`src/shared/lbx_pkg.sv`:
```
// package: opcode patterns, field positions, flag positions, cycle counts for the literal/bit-op executor
package lbx_pkg;
  localparam int unsigned LBX_IW = 12;
  localparam int unsigned LBX_DW = 8;
  localparam int unsigned LBX_AW = 5;
  localparam int unsigned LBX_BW = 3;
  // instruction word field positions
  localparam int unsigned LBX_OP_HI = 11;
  localparam int unsigned LBX_OP_LO = 8;
  localparam int unsigned LBX_LIT_HI = 7;
  localparam int unsigned LBX_BIT_HI = 7;
  localparam int unsigned LBX_BIT_LO = 5;
  localparam int unsigned LBX_ADR_HI = 4;
  localparam logic [3:0] LBX_OP_ANDLIT = 4'hE;
  localparam logic [3:0] LBX_OP_BCLR = 4'h4;
  localparam logic [3:0] LBX_OP_BSET = 4'h5;
  localparam logic [3:0] LBX_OP_BTSTZ = 4'h6;
  localparam int unsigned LBX_ZFLAG_POS = 2;
  localparam logic [7:0] LBX_ACC_RST = 8'hFF;
  localparam logic [7:0] LBX_STAT_RST = 8'h00;
  localparam int unsigned LBX_SKIP_CYCLES = 2;
  localparam int unsigned LBX_PLAIN_CYCLES = 1;

  typedef enum logic [2:0] {
    LBX_NONE = 3'h0,
    LBX_AND_LITERAL = 3'h1,
    LBX_BIT_CLEAR = 3'h2,
    LBX_BIT_SET = 3'h3,
    LBX_BIT_TEST_Z = 3'h4
  } lbx_op_e;

  typedef struct packed {
    lbx_op_e op;
    logic [7:0] literal;
    logic [4:0] file_addr;
    logic [2:0] bit_num;
  } lbx_dec_s;

  typedef struct packed {
    logic we;
    logic [4:0] addr;
    logic [7:0] data;
  } lbx_fwr_s;
endpackage : lbx_pkg

```
`src/design/lbx_decode.sv`:
```
// module: combinational instruction-word decoder for the four handled opcodes
`timescale 1ns/1ps
module lbx_decode (
  input wire logic [11:0] i_instr,
  output lbx_pkg::lbx_dec_s o_dec
);
  // ==========================================================
  // field split
  always_comb begin
    o_dec.literal = i_instr[lbx_pkg::LBX_LIT_HI:0];
    o_dec.bit_num = i_instr[lbx_pkg::LBX_BIT_HI:lbx_pkg::LBX_BIT_LO];
    o_dec.file_addr = i_instr[lbx_pkg::LBX_ADR_HI:0];
    unique case (i_instr[lbx_pkg::LBX_OP_HI:lbx_pkg::LBX_OP_LO])
      lbx_pkg::LBX_OP_ANDLIT: o_dec.op = lbx_pkg::LBX_AND_LITERAL;
      lbx_pkg::LBX_OP_BCLR: o_dec.op = lbx_pkg::LBX_BIT_CLEAR;
      lbx_pkg::LBX_OP_BSET: o_dec.op = lbx_pkg::LBX_BIT_SET;
      lbx_pkg::LBX_OP_BTSTZ: o_dec.op = lbx_pkg::LBX_BIT_TEST_Z;
      default: o_dec.op = lbx_pkg::LBX_NONE;
    endcase
  end
endmodule : lbx_decode

```
`src/design/lbx_exec.sv`:
```
// module: execute stage for literal AND, bit clear, bit set and bit test with skip
// Functional notes
// - AND literal into accumulator, zero flag only
// - clear selected file bit, others kept
// - set selected file bit, others kept
// - five-bit file address, three-bit bit number
// - bit test skips next when bit zero
// - skipped word replaced by no-op, two cycles
`timescale 1ns/1ps
module lbx_exec (
  input wire logic i_clk_sys,
  input wire logic i_rst_n,
  input wire logic i_instr_valid,
  input wire logic [11:0] i_instr,
  input wire logic [7:0] i_file_rdata,
  output logic [4:0] o_file_raddr,
  output lbx_pkg::lbx_fwr_s o_file_wr,
  output logic [7:0] o_acc,
  output logic [7:0] o_status,
  output logic o_squash,
  output logic o_retire
);
  lbx_pkg::lbx_dec_s dec;
  logic [7:0] acc_reg;
  logic [7:0] acc_next;
  logic [7:0] stat_reg;
  logic skip_reg;
  logic [7:0] bit_mask;
  logic live;
  logic [7:0] and_res;
  logic [7:0] wdata_next;
  logic tested_zero;
  // slot accounting for the checks below
  logic test_open_reg;
  logic test_zero_reg;
  logic [1:0] test_slots_reg;
  logic [7:0] zflag_mask;

  lbx_decode u_dec (
    .i_instr(i_instr),
    .o_dec(dec)
  );

  // ==========================================================
  // operand selection
  assign o_file_raddr = dec.file_addr;
  assign bit_mask = 8'h01 << dec.bit_num;
  // instruction in the no-op slot after a skip is discarded
  assign live = i_instr_valid && !skip_reg;
  assign and_res = acc_reg & dec.literal;
  assign tested_zero = (i_file_rdata & bit_mask) == 8'h00;
  // every status bit but the zero flag must stay put
  assign zflag_mask = 8'h01 << lbx_pkg::LBX_ZFLAG_POS;

  // ==========================================================
  // accumulator
  always_comb begin
    acc_next = acc_reg;
    if (live && dec.op == lbx_pkg::LBX_AND_LITERAL) begin
      acc_next = and_res;
    end
  end

  always_ff @(posedge i_clk_sys) begin
    if (!i_rst_n) begin
      acc_reg <= lbx_pkg::LBX_ACC_RST;
    end else begin
      acc_reg <= acc_next;
    end
  end

  // ==========================================================
  // status: only the zero flag moves, and only on the literal AND
  always_ff @(posedge i_clk_sys) begin
    if (!i_rst_n) begin
      stat_reg <= lbx_pkg::LBX_STAT_RST;
    end else if (live && dec.op == lbx_pkg::LBX_AND_LITERAL) begin
      stat_reg[lbx_pkg::LBX_ZFLAG_POS] <= (and_res == 8'h00);
    end
  end

  // ==========================================================
  // read-modify-write of the file register
  always_comb begin
    wdata_next = i_file_rdata;
    if (dec.op == lbx_pkg::LBX_BIT_CLEAR) begin
      wdata_next = i_file_rdata & ~bit_mask;
    end else if (dec.op == lbx_pkg::LBX_BIT_SET) begin
      wdata_next = i_file_rdata | bit_mask;
    end
  end

  always_ff @(posedge i_clk_sys) begin
    if (!i_rst_n) begin
      o_file_wr <= '0;
    end else begin
      o_file_wr.we <= live && (dec.op == lbx_pkg::LBX_BIT_CLEAR || dec.op == lbx_pkg::LBX_BIT_SET);
      o_file_wr.addr <= dec.file_addr;
      o_file_wr.data <= wdata_next;
    end
  end

  // ==========================================================
  // skip control
  always_ff @(posedge i_clk_sys) begin
    if (!i_rst_n) begin
      skip_reg <= 1'b0;
    end else if (i_instr_valid) begin
      skip_reg <= live && dec.op == lbx_pkg::LBX_BIT_TEST_Z && tested_zero;
    end
  end

  always_ff @(posedge i_clk_sys) begin
    if (!i_rst_n) begin
      o_retire <= 1'b0;
    end else begin
      o_retire <= live;
    end
  end

  // ==========================================================
  // slot accounting for the bit test: its own slot, plus the no-op slot after a skip
  always_ff @(posedge i_clk_sys) begin
    if (!i_rst_n) begin
      test_open_reg <= 1'b0;
      test_zero_reg <= 1'b0;
      test_slots_reg <= 2'h0;
    end else if (live) begin
      test_open_reg <= dec.op == lbx_pkg::LBX_BIT_TEST_Z;
      test_zero_reg <= tested_zero;
      test_slots_reg <= 2'(lbx_pkg::LBX_PLAIN_CYCLES);
    end else if (i_instr_valid && test_open_reg && test_slots_reg != 2'h3) begin
      // saturates so a stuck squash cannot wrap back to a legal count
      test_slots_reg <= test_slots_reg + 2'h1;
    end
  end

  assign o_acc = acc_reg;
  assign o_status = stat_reg;
  assign o_squash = skip_reg;
endmodule : lbx_exec

```
`config.mk`:
```
export PLATFORM = sky130hd
export DESIGN_NAME = lbx_exec
export DESIGN_NICKNAME = d
export VERILOG_FILES = /design/src/shared/lbx_pkg.sv /design/src/design/lbx_decode.sv /design/src/design/lbx_exec.sv
export SDC_FILE = /design/constraint.sdc
export NUM_CORES = 1
export LEC_CHECK = 0
export ABC_CLOCK_PERIOD_IN_PS = 1660
export BUFFER_PORTS_ARGS = -buffer_cell sky130_fd_sc_hd__buf_2
export CAP_MARGIN = 20
export CORE_MARGIN = 3
export CORE_UTILIZATION = 39
export DETAILED_ROUTE_END_ITERATION = 16
export PLACE_DENSITY = 0.69
export SETUP_SLACK_MARGIN = 0.15
export SLEW_MARGIN = 20
export SYNTH_ARGS = -nofsm -noshare
export SYNTH_HDL_FRONTEND = slang
export SYNTH_HIERARCHICAL = 1
export SYNTH_SLANG_ARGS = --single-unit
```
`constraint.sdc`:
```
create_clock -name i_clk_sys -period 1.66 [get_ports i_clk_sys]
set_input_delay 0.332 -clock i_clk_sys [delete_from_list [all_inputs] [get_ports i_clk_sys]]
set_output_delay 0.332 -clock i_clk_sys [all_outputs]
set_load 0.01 [all_outputs]
```
==> key figures, run 1 <==
Status
  • Status: complete, no violations

STA
  • Clk_skew: 0.00417 ns
  • RSZ-0062 raised after global routing: false
  • Fin Setup TNS: 0 ns
  • Fin. max-slew vios: 0
  • Final Hold Fails: 0
  • Max Freq: approximately 770 MHz
  • Minimum clock period: 1.29 ns
  • Final setup viols: 0
  • Fin crit share: 77.8%

Final layout
  • # diodes: 0
  • Post-route insts no fill: between 200 and 250
  • Filler Cells Inserted: 323
  • Nets: 203
  • Area Overhead vs Synth: 16.5%
  • Final Util: around half
  • Register area: 500 sq um
  • Proportion of layout cells with a drive suffix above 1: roughly two fifths
  • Multi-input logic area: 587 sq um

Routing
  • DRT iter0 DRCs: 28
  • Post-DRT Antenna Nets: 0
  • Via count: 1059
  • Drt first pass iters: 4
  • Final WL: 2.74 mm
  • Residual DRC count: 0
  • Drt via density: roughly 4.7
  • WL per Instance: 12.3 um

Setup path
  • Crit-path slowest cell: nand3_1
  • CP Launch Point: i_instr[11]
  • Worst EP required: 1.88 ns
  • Worst R2R Start: o_squash$_SDFFE_PN0P_
  • Worst setup EP type: register
  • Critical path class: primary input to register
  • Worst-path maximum fanout: 8
  • Cell Chain, Critical Path: buf_2 -> nand2b_2 -> nor2_1 -> buf_4 -> nor2_1 -> nand3_1 -> buf_4 -> o21ai_1 -> nand2_1
  • Worst path arrival time: 1.51 ns
  • Startpoint types: primary input
  • Max incr delay on CP: 0.25 ns

Die
  • Die width: 63.0 um
  • Core Area: 3080 sq um
  • Die Height: 63.0 um
  • Starting density of the core: roughly two fifths
  • Top-Level Pins: 60
  • Die ar.: approximately 4000 sq um
  • Cell Rows: 20

GRT
  • Initial antenna violation count: 0
  • GRT met3 Usage: slightly above 3%
  • Global route hottest layer: met2
  • Vias in the first global route: between 900 and 1000
  • First-pass GRT wire length: 4.55 mm
  • GRT Residual Overflow: 0
  • Met2 Use GR: between 20% and 30%
  • Grt met1 use: approximately 17%
  • Largest net degree at the start of global routing: 16
  • Tot GR Track Use: 14.4%

CTS
  • Post-CTS Setup Bufs: 0
  • Clock sinks: 25
  • PostCTS Resize Cnt: 0
  • # hold bufs at CTS: 0
  • CTS root buf: clkbuf_4
  • Clock transition at path regs: 0.13 ns
  • Clock tree from TritonCTS: built
  • Clk buf depth: 2
  • Skew-Pair Late Insertion Delay: 0.32 ns
  • Num CTS Buffers: 3
  • H-tree depth: 1

Synthesis
  • Mapped Avg Cell Area: 9.13 sq um
  • Synth warn: 6
  • Cell count after synthesis: ~140
  • Unique masters post-synth: 31
  • Seq/Total Area, Yosys: 39.4%
  • Seq cells post-synth: 25
  • Post-synth top area cell: dfxtp_1
  • Synth area leaders: dfxtp_1 39%, buf_4 14%, nand2_1 5.3%
  • Synth top area share: between 30% and 40%
  • Syn Std Cell Area: 1270 sq um

Min path
  • Hold_sp: i_file_rdata[0]
  • Hold Path Class: primary input to register

Placement
  • Dpl cells: about 220
  • Port-buffer cells: 52
  • Routability cong.: 0.815
  • Hpwl dp: between 2 and 2.5 mm

Power and ir drop
  • Cell Pwr Density: 740 nW/um^2
  • Pleak: 0.000689 uW
  • Peak VDD IR: 0.268 mV

Flow run
  • Maxcap violations: 0
-- sequential cells by signal (all words and copies together) (netlist names) --
register / cells
o_acc: 8
o_file_wr: 14
o_status: 1
o_squash: 1
o_retire: 1
-- power by group --
part	internal [uW]	switching, uW
clock	92.0	182
sequential	623	6.64
combinational	82.9	106
-- worst paths after layout --
kind | to | slack [ns] | cells past startpoint
setup / recovery | o_acc[5]$_SDFFE_PN1P_ | 0.37 | 9
hold / removal | o_file_wr[0]$_SDFF_PN0_ | 0.25 | 3
setup reg to reg | o_acc[5]$_SDFFE_PN1P_ | 0.38 | 5
hold reg to reg | o_status[2]$_SDFFE_PN0P_ | 0.48 | 2
-- metal layers --
layer	vias up	routed length (um)
li1	519	-
met1	497	1120
met2	37	1420
met3	6	139
met4	0	61
met5	-	0
-- critical path: cells and delay by family --
kind	cells	cell delay [ns]
AND/OR/NAND/NOR	5	0.59
buffers and inverters	3	0.47
AO/OA/AOI/OAI	1	0.11
-- synth_stat cells --
library cell,instances
o21ai_0,4
o22ai_1,1
buf_6,2
o31ai_2,1
nand3b_4,1
a21boi_1,4
a22o_1,1
a211oi_1,2
mux2_4,1
a22oi_1,2
buf_4,24
and2_1,6
nor2_1,7
nor3b_2,2
nand2_1,18
nor3_2,1
conb_1,1
nor2b_1,7
mux2i_1,6
o22ai_2,1
o2111ai_1,1
dfxtp_1,25
o21ai_1,6
and3b_1,1
nand4b_1,1
nand2b_2,1
nand3b_1,2
clkbuf_1,2
nand2b_1,4
nand3_1,3
a221oi_1,1
-- cell usage in the layout, fill, tap and decap left out, types with 2 or more instances in the layout --
cell       n
a211oi_1   2
a21boi_1   4
a22oi_1    2
and2_1     6
buf_2     52
buf_4      6
clkbuf_4   3
conb_1     7
dfxtp_1   25
mux2i_1    6
nand2_1   18
nand2b_1   4
nand3_1    3
nand3b_1   2
nor2_1     7
nor2b_1    7
o21ai_0    4
o21ai_1    6
-- kinds of logic (layout without fill, tap and decap cells) --
group                  Yosys count  in the layout  share of synthesized area, %
other                            1              7                         0.296
and+or+nand+nor                 54             54                          24.6
muxes                            7              7                          5.92
DFF                             25             25                          39.4
buffers and inverters           28             62                          16.6
AOI/OAI and AO/OA               24             24                          13.2
-- final cells by class --
cell class	instances	share of cell area, %
multi-input combinational	92	39.7
tap	44	3.73
clock inverter	1	0.508
sequential	25	33.9
clock buffer	3	1.52
timing repair buffer	58	20.7
-- stage by stage --
stage | hold slack [ns] | worst slack, ns | total power (uW) | cell area (sq um)
after detailed placement | 0.462 | 0.0286 | 833 | 1450
after global routing | 0.225 | 0.251 | 1150 | 1480
final | 0.250 | 0.368 | 1090 | 1480
after CTS | 0.239 | 0.373 | 1110 | 1480
after floorplan | 0.471 | 0.159 | 793 | 1300
after global placement | 0.453 | 0.0912 | 827 | 1450
(Power assumes the default switching activity.)
==> run 2: changes to the inputs <==
--- a/config.mk
+++ b/config.mk
@@ -5,13 +5,14 @@
 export SDC_FILE = /design/constraint.sdc
 export NUM_CORES = 1
 export LEC_CHECK = 0
-export ABC_CLOCK_PERIOD_IN_PS = 1660
+export ABC_AREA = 1
+export ABC_CLOCK_PERIOD_IN_PS = 1300
 export BUFFER_PORTS_ARGS = -buffer_cell sky130_fd_sc_hd__buf_2
 export CAP_MARGIN = 20
 export CORE_MARGIN = 3
 export CORE_UTILIZATION = 39
 export DETAILED_ROUTE_END_ITERATION = 16
-export PLACE_DENSITY = 0.69
+export PLACE_DENSITY = 0.68
 export SETUP_SLACK_MARGIN = 0.15
 export SLEW_MARGIN = 20
 export SYNTH_ARGS = -nofsm -noshare
==> constraint.sdc (replaced) <==
create_clock -name i_clk_sys -period 1.3 [get_ports i_clk_sys]
set_input_delay 0.26 -clock i_clk_sys [delete_from_list [all_inputs] [get_ports i_clk_sys]]
set_output_delay 0.26 -clock i_clk_sys [all_outputs]
set_load 0.01 [all_outputs]
==> run 2 against run 1 <==
Against the previous run:
- cell area up 5.7%
- via count up 12%
- final cell count up 18%
- hold slack worse by 0.11 ns
- critical endpoint is now o_acc[4]
- largest cell class unchanged
- sequential cell count unchanged
- non-clock buffer count down 2
- clock power up 30%
- power up 30%
- highest routed layer unchanged
- wire length up 0.59%
- clock-buffer cell count unchanged
- synthesized cell count up 31%
- sequential power up 27%
==> key figures, run 2 <==
Status
  • Status: complete, no violations

Die
  • Die ar.: between 4000 and 5000 sq um
  • Die width: 64.5 um
  • Starting density of the core: 42.4%
  • Top-Level Pins: 60
  • Die Height: ~65 um
  • Cell Rows: 20
  • Core Area: 3150 sq um

Routing
  • Drt first pass iters: 4
  • DRT iter0 DRCs: 44
  • Via count: roughly 1200
  • Residual DRC count: 0
  • Drt via density: 4.50
  • Wl on met1: 1.30 mm
  • Highest metal used: met4
  • Met2 WL post-DR: 1.22 mm
  • Post-DRT Antenna Nets: 0
  • WL per Instance: 10.4 um
  • Met3 wire len: just over 200 um
  • Final WL: 2.75 mm

Setup path
  • Startpoint types: register
  • Reg-to-Reg End: o_status[2]$_SDFFE_PN0P_
  • R2r worst-path depth: 7
  • Crit-path slowest cell: dfxtp_1
  • Worst R2R Start: o_squash$_SDFFE_PN0P_
  • Worst path arrival time: 0.83 ns
  • Cell family with most CP delay: flip-flops
  • Crit path buf inv count: 1
  • R2R setup slack: 0.25 ns
  • Max incr delay on CP: 0.38 ns
  • Worst setup EP type: primary output
  • Worst-path maximum fanout: 3
  • Cell Chain, Critical Path: buf_2
  • Worst EP required: 1.04 ns
  • Critical path class: register to primary output

GRT
  • Tot GR Track Use: ~13%
  • Initial antenna violation count: 0
  • First-pass GRT wire length: 4.51 mm
  • Largest net degree at the start of global routing: 16
  • GRT Residual Overflow: 0
  • Vias in the first global route: between 1000 and 1500

Synthesis
  • Synth area leaders: dfxtp_1 37%, buf_4 13%, nand2_1 8.4%
  • Seq/Total Area, Yosys: 37.5%
  • Post-synthesis mux area share: 0%
  • Simple-gate share of the synthesized area: 33.1%
  • List of most frequent post-synthesis cells: 30 x nand2_1, 25 x dfxtp_1, 24 x buf_4
  • Post-Synth XOR/XNOR Area: 0%
  • Compound-Gate Fraction of Synth Area: 6.09%
  • Mapped Avg Cell Area: approximately 7.3 sq um
  • Syn Std Cell Area: 1340 sq um
  • Count leader, synth: nand2_1
  • Unique masters post-synth: 27
  • Post-synth EDFFs: 0
  • Cell count after synthesis: 182
  • Post-synth top area cell: dfxtp_1
  • Largest family of logic cells by synthesized area: simple AND/OR/NAND/NOR gates
  • Synth top area share: a little under two fifths
  • Post-synthesis adder-cell area fraction: 0%
  • Synth warn: 6
  • FFs w/ async S/R, synth: 0%
  • Main synth FF type: dfxtp_1
  • Seq cells post-synth: 25

Power and ir drop
  • Cell Pwr Density: 910 nW/um^2
  • Final Power: 1420 uW
  • Peak VDD IR: 0.351 mV
  • Pleak: 0.000865 uW

Final layout
  • Area Overhead vs Synth: 16.9%
  • # diodes: 0
  • Max FFs per register: 14
  • Commonest non-fill, non-tap cell in the layout: buf_2
  • Design Area, Final: 1560 sq um
  • Final Util: 49.5%
  • Proportion of layout cells with a drive suffix above 1: 43.6%
  • Top reg by flops: o_file_wr
  • Most frequent cells in the layout: 52 x buf_2, 29 x nand2_1, 17 x dfxtp_1
  • Nets: 244
  • Post-route insts no fill: 264

CTS
  • Clock sinks: 25
  • Post-CTS Setup Bufs: 0
  • Clock tree from TritonCTS: built
  • Skew-Pair Late Insertion Delay: about 0.32 ns
  • CTS root buf: clkbuf_4
  • # hold bufs at CTS: 0
  • PostCTS Resize Cnt: 0
  • Clk buf depth: 2
  • Num CTS Buffers: 3
  • Clock transition at path regs: about 0.14 ns
  • H-tree depth: 1

STA
  • Max Freq: a little over 900 MHz
  • Fin Setup TNS: 0 ns
  • Final Hold Fails: 0
  • Final setup viols: 0
  • Clk_skew: 0.00332 ns
  • Minimum clock period: approximately 1.1 ns
  • RSZ-0062 raised after global routing: true
  • Fin crit share: 84.1%
  • Fin. max-slew vios: 0

Placement
  • Dpl cells: 260
  • Hpwl dp: 2.13 mm
  • Routability cong.: 0.812
  • Placed cell area: 1500 sq um
  • Port-buffer cells: 52

Min path
  • Hold Path Class: primary input to register
  • Hold_sp: i_instr[4]
  • Hold path endpoint: o_file_wr[12]$_SDFF_PN0_
  • Hold depth: 3

Flow run
  • Maxcap violations: 0
run 2: changes by cell type in the layout (fill, tap and decap cells not counted), sizes merged, moves of 5 or more:
| cell | previous run | this run |
|---|---|---|
| nand3 | 3 | 18 |
| nand4 | 0 | 6 |
| nor2 | 7 | 23 |
| nand2 | 18 | 31 |
| nor2b | 7 | 0 |
| nand2b | 5 | 0 |
| and2 | 6 | 0 |
| inv | 0 | 24 |
| mux2i | 6 | 0 |
| a21oi | 0 | 7 |
run 2: power by group:
group          switching (uW)  internal, uW  total (uW)
sequential               7.52           796         803
clock                     238           117         355
combinational             166          97.9         264
total                     411          1010        1420
run 2: cell type report:
type	instances	area, sq um
clock buffers	3	22.5
clock inverters	1	7.51
fillers	352	1590
inverters	26	97.6
multi-input cells	109	574
flip-flops and latches	25	510
well taps	44	55.1
repair buffers	56	294
run 2: routing by layer:
layer | track usage (%) | vias up
met5 | 0 | -
met4 | 4.75 | 0
met3 | 3.64 | 2
met2 | 20.4 | 39
met1 | 18.2 | 519
li1 | - | 629
run 2: how the worst max path moves through the flow:
stage,start,endpoint,slack (ns),cells past startpoint
floorplan,i_instr[10],o_file_wr[0]$_SDFF_PN0_,0.17,8
global placement,i_instr[9],o_file_wr[2]$_SDFF_PN0_,-0.07,9
detailed placement,i_instr[9],o_file_wr[4]$_SDFF_PN0_,-0.11,9
CTS,o_acc[1]$_SDFFE_PN1P_,o_acc[1],0.18,1
global route,i_instr[10],o_file_wr[0]$_SDFF_PN0_,0.12,9
finish,o_acc[4]$_SDFFE_PN1P_,o_acc[4],0.21,1
run 2: cells by family (layout without fill, tap and decap cells):
logic type      Yosys count  in the layout
compound gates           15             15
buf+inv                  54             86
flops                    25             25
other cells               1              7
simple gates             87             87
run 2: stage by stage:
| stage | worst slack, ns | hold slack [ns] |
|---|---|---|
| after floorplan | 0.175 | 0.377 |
| after global placement | -0.0693 | 0.462 |
| after detailed placement | -0.107 | 0.464 |
| after CTS | 0.181 | 0.136 |
| after global routing | 0.124 | 0.148 |
| final | 0.207 | 0.143 |
==> run 3: changes to the inputs <==
--- a/config.mk
+++ b/config.mk
@@ -5,14 +5,14 @@
 export SDC_FILE = /design/constraint.sdc
 export NUM_CORES = 1
 export LEC_CHECK = 0
-export ABC_AREA = 1
-export ABC_CLOCK_PERIOD_IN_PS = 1300
+export ABC_AREA = 0
+export ABC_CLOCK_PERIOD_IN_PS = 1100
 export BUFFER_PORTS_ARGS = -buffer_cell sky130_fd_sc_hd__buf_2
 export CAP_MARGIN = 20
 export CORE_MARGIN = 3
 export CORE_UTILIZATION = 39
 export DETAILED_ROUTE_END_ITERATION = 16
-export PLACE_DENSITY = 0.68
+export PLACE_DENSITY = 0.69
 export SETUP_SLACK_MARGIN = 0.15
 export SLEW_MARGIN = 20
 export SYNTH_ARGS = -nofsm -noshare
==> constraint.sdc (replaced) <==
create_clock -name i_clk_sys -period 1.1 [get_ports i_clk_sys]
set_input_delay 0.22 -clock i_clk_sys [delete_from_list [all_inputs] [get_ports i_clk_sys]]
set_output_delay 0.22 -clock i_clk_sys [all_outputs]
set_load 0.01 [all_outputs]
==> run 3 against run 2 <==
Against the previous run:
- sequential cell count stayed put
- sequential power is 19% higher
- largest cell class unchanged
- first-iteration DRC count is 77% lower
- largest power group unchanged
- register-to-register slack worse by 0.28 ns
- the flow now finishes with violations (negative setup slack)
==> key figures, run 3 (synthesis gave the netlist of run 1 again) <==
Status
  • Status: complete, but fails checks
  • Violated checks: negative setup slack

Power and ir drop
  • Psw: 518 uW
  • Pleak: 0.000877 uW
  • Peak VDD IR: around 0.42 mV
  • Int Pwr: 1280 uW
  • Clk pwr share: between 20% and 30%
  • Net Sw Frac: roughly 29%
  • Gate power share: between 20 and 25%
  • Cell Pwr Density: 935 nW/um^2
  • Sequential cell fraction of total power: between 50% and 60%

Die
  • Die Height: 63.0 um
  • Top-Level Pins: 60
  • Cell Rows: 20
  • Core Area: 3080 sq um
  • Die width: 63.0 um
  • Starting density of the core: 41.2%
  • Die ar.: slightly below 4000 sq um

Placement
  • Hpwl dp: 2.16 mm
  • Routability cong.: ~0.87
  • Dpl cells: 228
  • Port-buffer cells: 52

CTS
  • Clock sinks: 25
  • Skew-Pair Late Insertion Delay: 0.32 ns
  • Num CTS Buffers: 3
  • CTS root buf: clkbuf_4
  • Clock tree from TritonCTS: built
  • Clock transition at path regs: 0.15 ns
  • H-tree depth: 1
  • Clk buf depth: 2

Setup path
  • Worst-path maximum fanout: 5
  • R2r worst-path depth: 6
  • Critical path class: register to register
  • CP Launch Point: o_squash$_SDFFE_PN0P_
  • R2R setup slack: -0.03 ns
  • Worst R2R Start: o_squash$_SDFFE_PN0P_
  • Worst setup EP type: register
  • Worst EP required: 1.33 ns
  • Startpoint types: register
  • Worst path arrival time: 1.36 ns
  • Worst setup path end: o_acc[6]$_SDFFE_PN1P_
  • Reg-to-Reg End: o_acc[6]$_SDFFE_PN1P_

Routing
  • Drt first pass iters: 4
  • Post-DRT Antenna Nets: 0
  • WL per Instance: 13.6 um
  • Residual DRC count: 0
  • DRT iter0 DRCs: 10
  • Final WL: roughly 3.3 mm
  • Via count: ~1100
  • Wl on met1: 1.36 mm
  • Met2 WL post-DR: 1.74 mm
  • Drt via density: 4.64
  • Highest metal used: met4
  • Met3 wire len: 146 um

Final layout
  • Final Util: 62.5%
  • Nets: ~220
  • # diodes: 0
  • Max FFs per register: 14
  • Commonest non-fill, non-tap cell in the layout: buf_2
  • Most frequent cells in the layout: 37 x buf_2, 25 x buf_6, 16 x nand2_1
  • Area Overhead vs Synth: 51.6%
  • Proportion of layout cells with a drive suffix above 1: 61.3%
  • Top reg by flops: o_file_wr
  • Post-route insts no fill: 243

STA
  • Fin. max-slew vios: 0
  • Clk_skew: ~0.0046 ns
  • Final Hold Fails: 0
  • Fin crit share: 103%
  • Minimum clock period: 1.13 ns
  • RSZ-0062 raised after global routing: true
  • Final setup viols: 5
  • Final WS setup: -0.0279 ns
  • Max Freq: slightly below 900 MHz

Min path
  • Hold depth: 2
  • Hold Path Class: primary input to register

GRT
  • Tot GR Track Use: 16.7%
  • First-pass GRT wire length: between 5 and 6 mm
  • Initial antenna violation count: 0
  • Vias in the first global route: 1197
  • GRT Residual Overflow: 0
  • Largest net degree at the start of global routing: 24

Flow run
  • Maxcap violations: 0
run 3: cell types whose count changed in the layout (fill, tap and decap cells not counted), moves of 9 or more:
| cell | delta |
|---|---|
| buf_2 | -15 |
| buf_6 | +24 |
| inv_2 | -9 |
| buf_4 | +12 |
| nand2_1 | -13 |
| nand3_1 | -14 |
| nor2_1 | -11 |
| inv_1 | -15 |
run 3: how the worst min path moves through the flow:
| stage | end | startpoint | slack [ns] |
|---|---|---|---|
| global route | o_file_wr[10]$_SDFF_PN0_ | i_instr[2] | 0.12 |
| CTS | o_file_wr[10]$_SDFF_PN0_ | i_instr[2] | 0.13 |
| detailed placement | o_status[2]$_SDFFE_PN0P_ | o_status[2]$_SDFFE_PN0P_ | 0.46 |
| finish | o_file_wr[10]$_SDFF_PN0_ | i_instr[2] | 0.13 |
| floorplan | o_file_wr[0]$_SDFF_PN0_ | i_file_rdata[0] | 0.36 |
| global placement | o_status[2]$_SDFFE_PN0P_ | o_status[2]$_SDFFE_PN0P_ | 0.45 |
run 3: metrics by stage:
step                total power (uW)  cell area [sq um]  hold slack, ns  TNS [ns]  setup WS [ns]
floorplan                       1210               1340           0.362    -0.362        -0.0976
CTS                             1750               1750           0.125   -0.0612        -0.0192
finish                          1800               1920           0.126   -0.0975        -0.0279
detailed placement              1290               1550           0.460     -3.83         -0.306
global placement                1280               1550           0.450     -3.05         -0.235
global route                    1880               1920           0.123    -0.617        -0.0948
run 3: cell type report:
class,instances,area (sq um)
clock buffer,3,22.5
clock inverter,1,7.51
fill,273,1150
multi-input combinational,93,736
sequential,25,523
tap,44,55.1
timing repair buffer,77,579
run 3: routing by layer:
metal  vias to the layer above  track usage, %
met1                       530            18.9
met4                         0            7.99
met3                         6            2.34
met5                         -               0
li1                        560               -
met2                        32            30.4
run 3: critical path, cell delays in order, from the launching register on:
cell	delay [ns]
dfxtp_2	0.37
nor2b_4	0.14
buf_6	0.12
nand3_4	0.09
buf_6	0.15
o21ai_2	0.12
nand2_1	0.06
run 3: timing repair:
| action | CTS | global route |
|---|---|---|
| cloned | 1 | 0 |
| hold buffers | 0 | 0 |
| endpoints found under the setup margin | 43 | 44 |
| pin swaps | 4 | 9 |
| resized for setup | 37 | 26 |
| buffers inserted | 2 | 8 |
run 3: power by group through the flow:
stage / clock, uW / combinational (uW) / sequential [uW]
2_1_floorplan: 0 / 218 / 991
3_5_place_dp: 0 / 316 / 971
6_report: 435 / 408 / 954
5_1_grt: 483 / 442 / 959
4_1_cts: 434 / 359 / 955
3_3_place_gp: 0 / 309 / 970
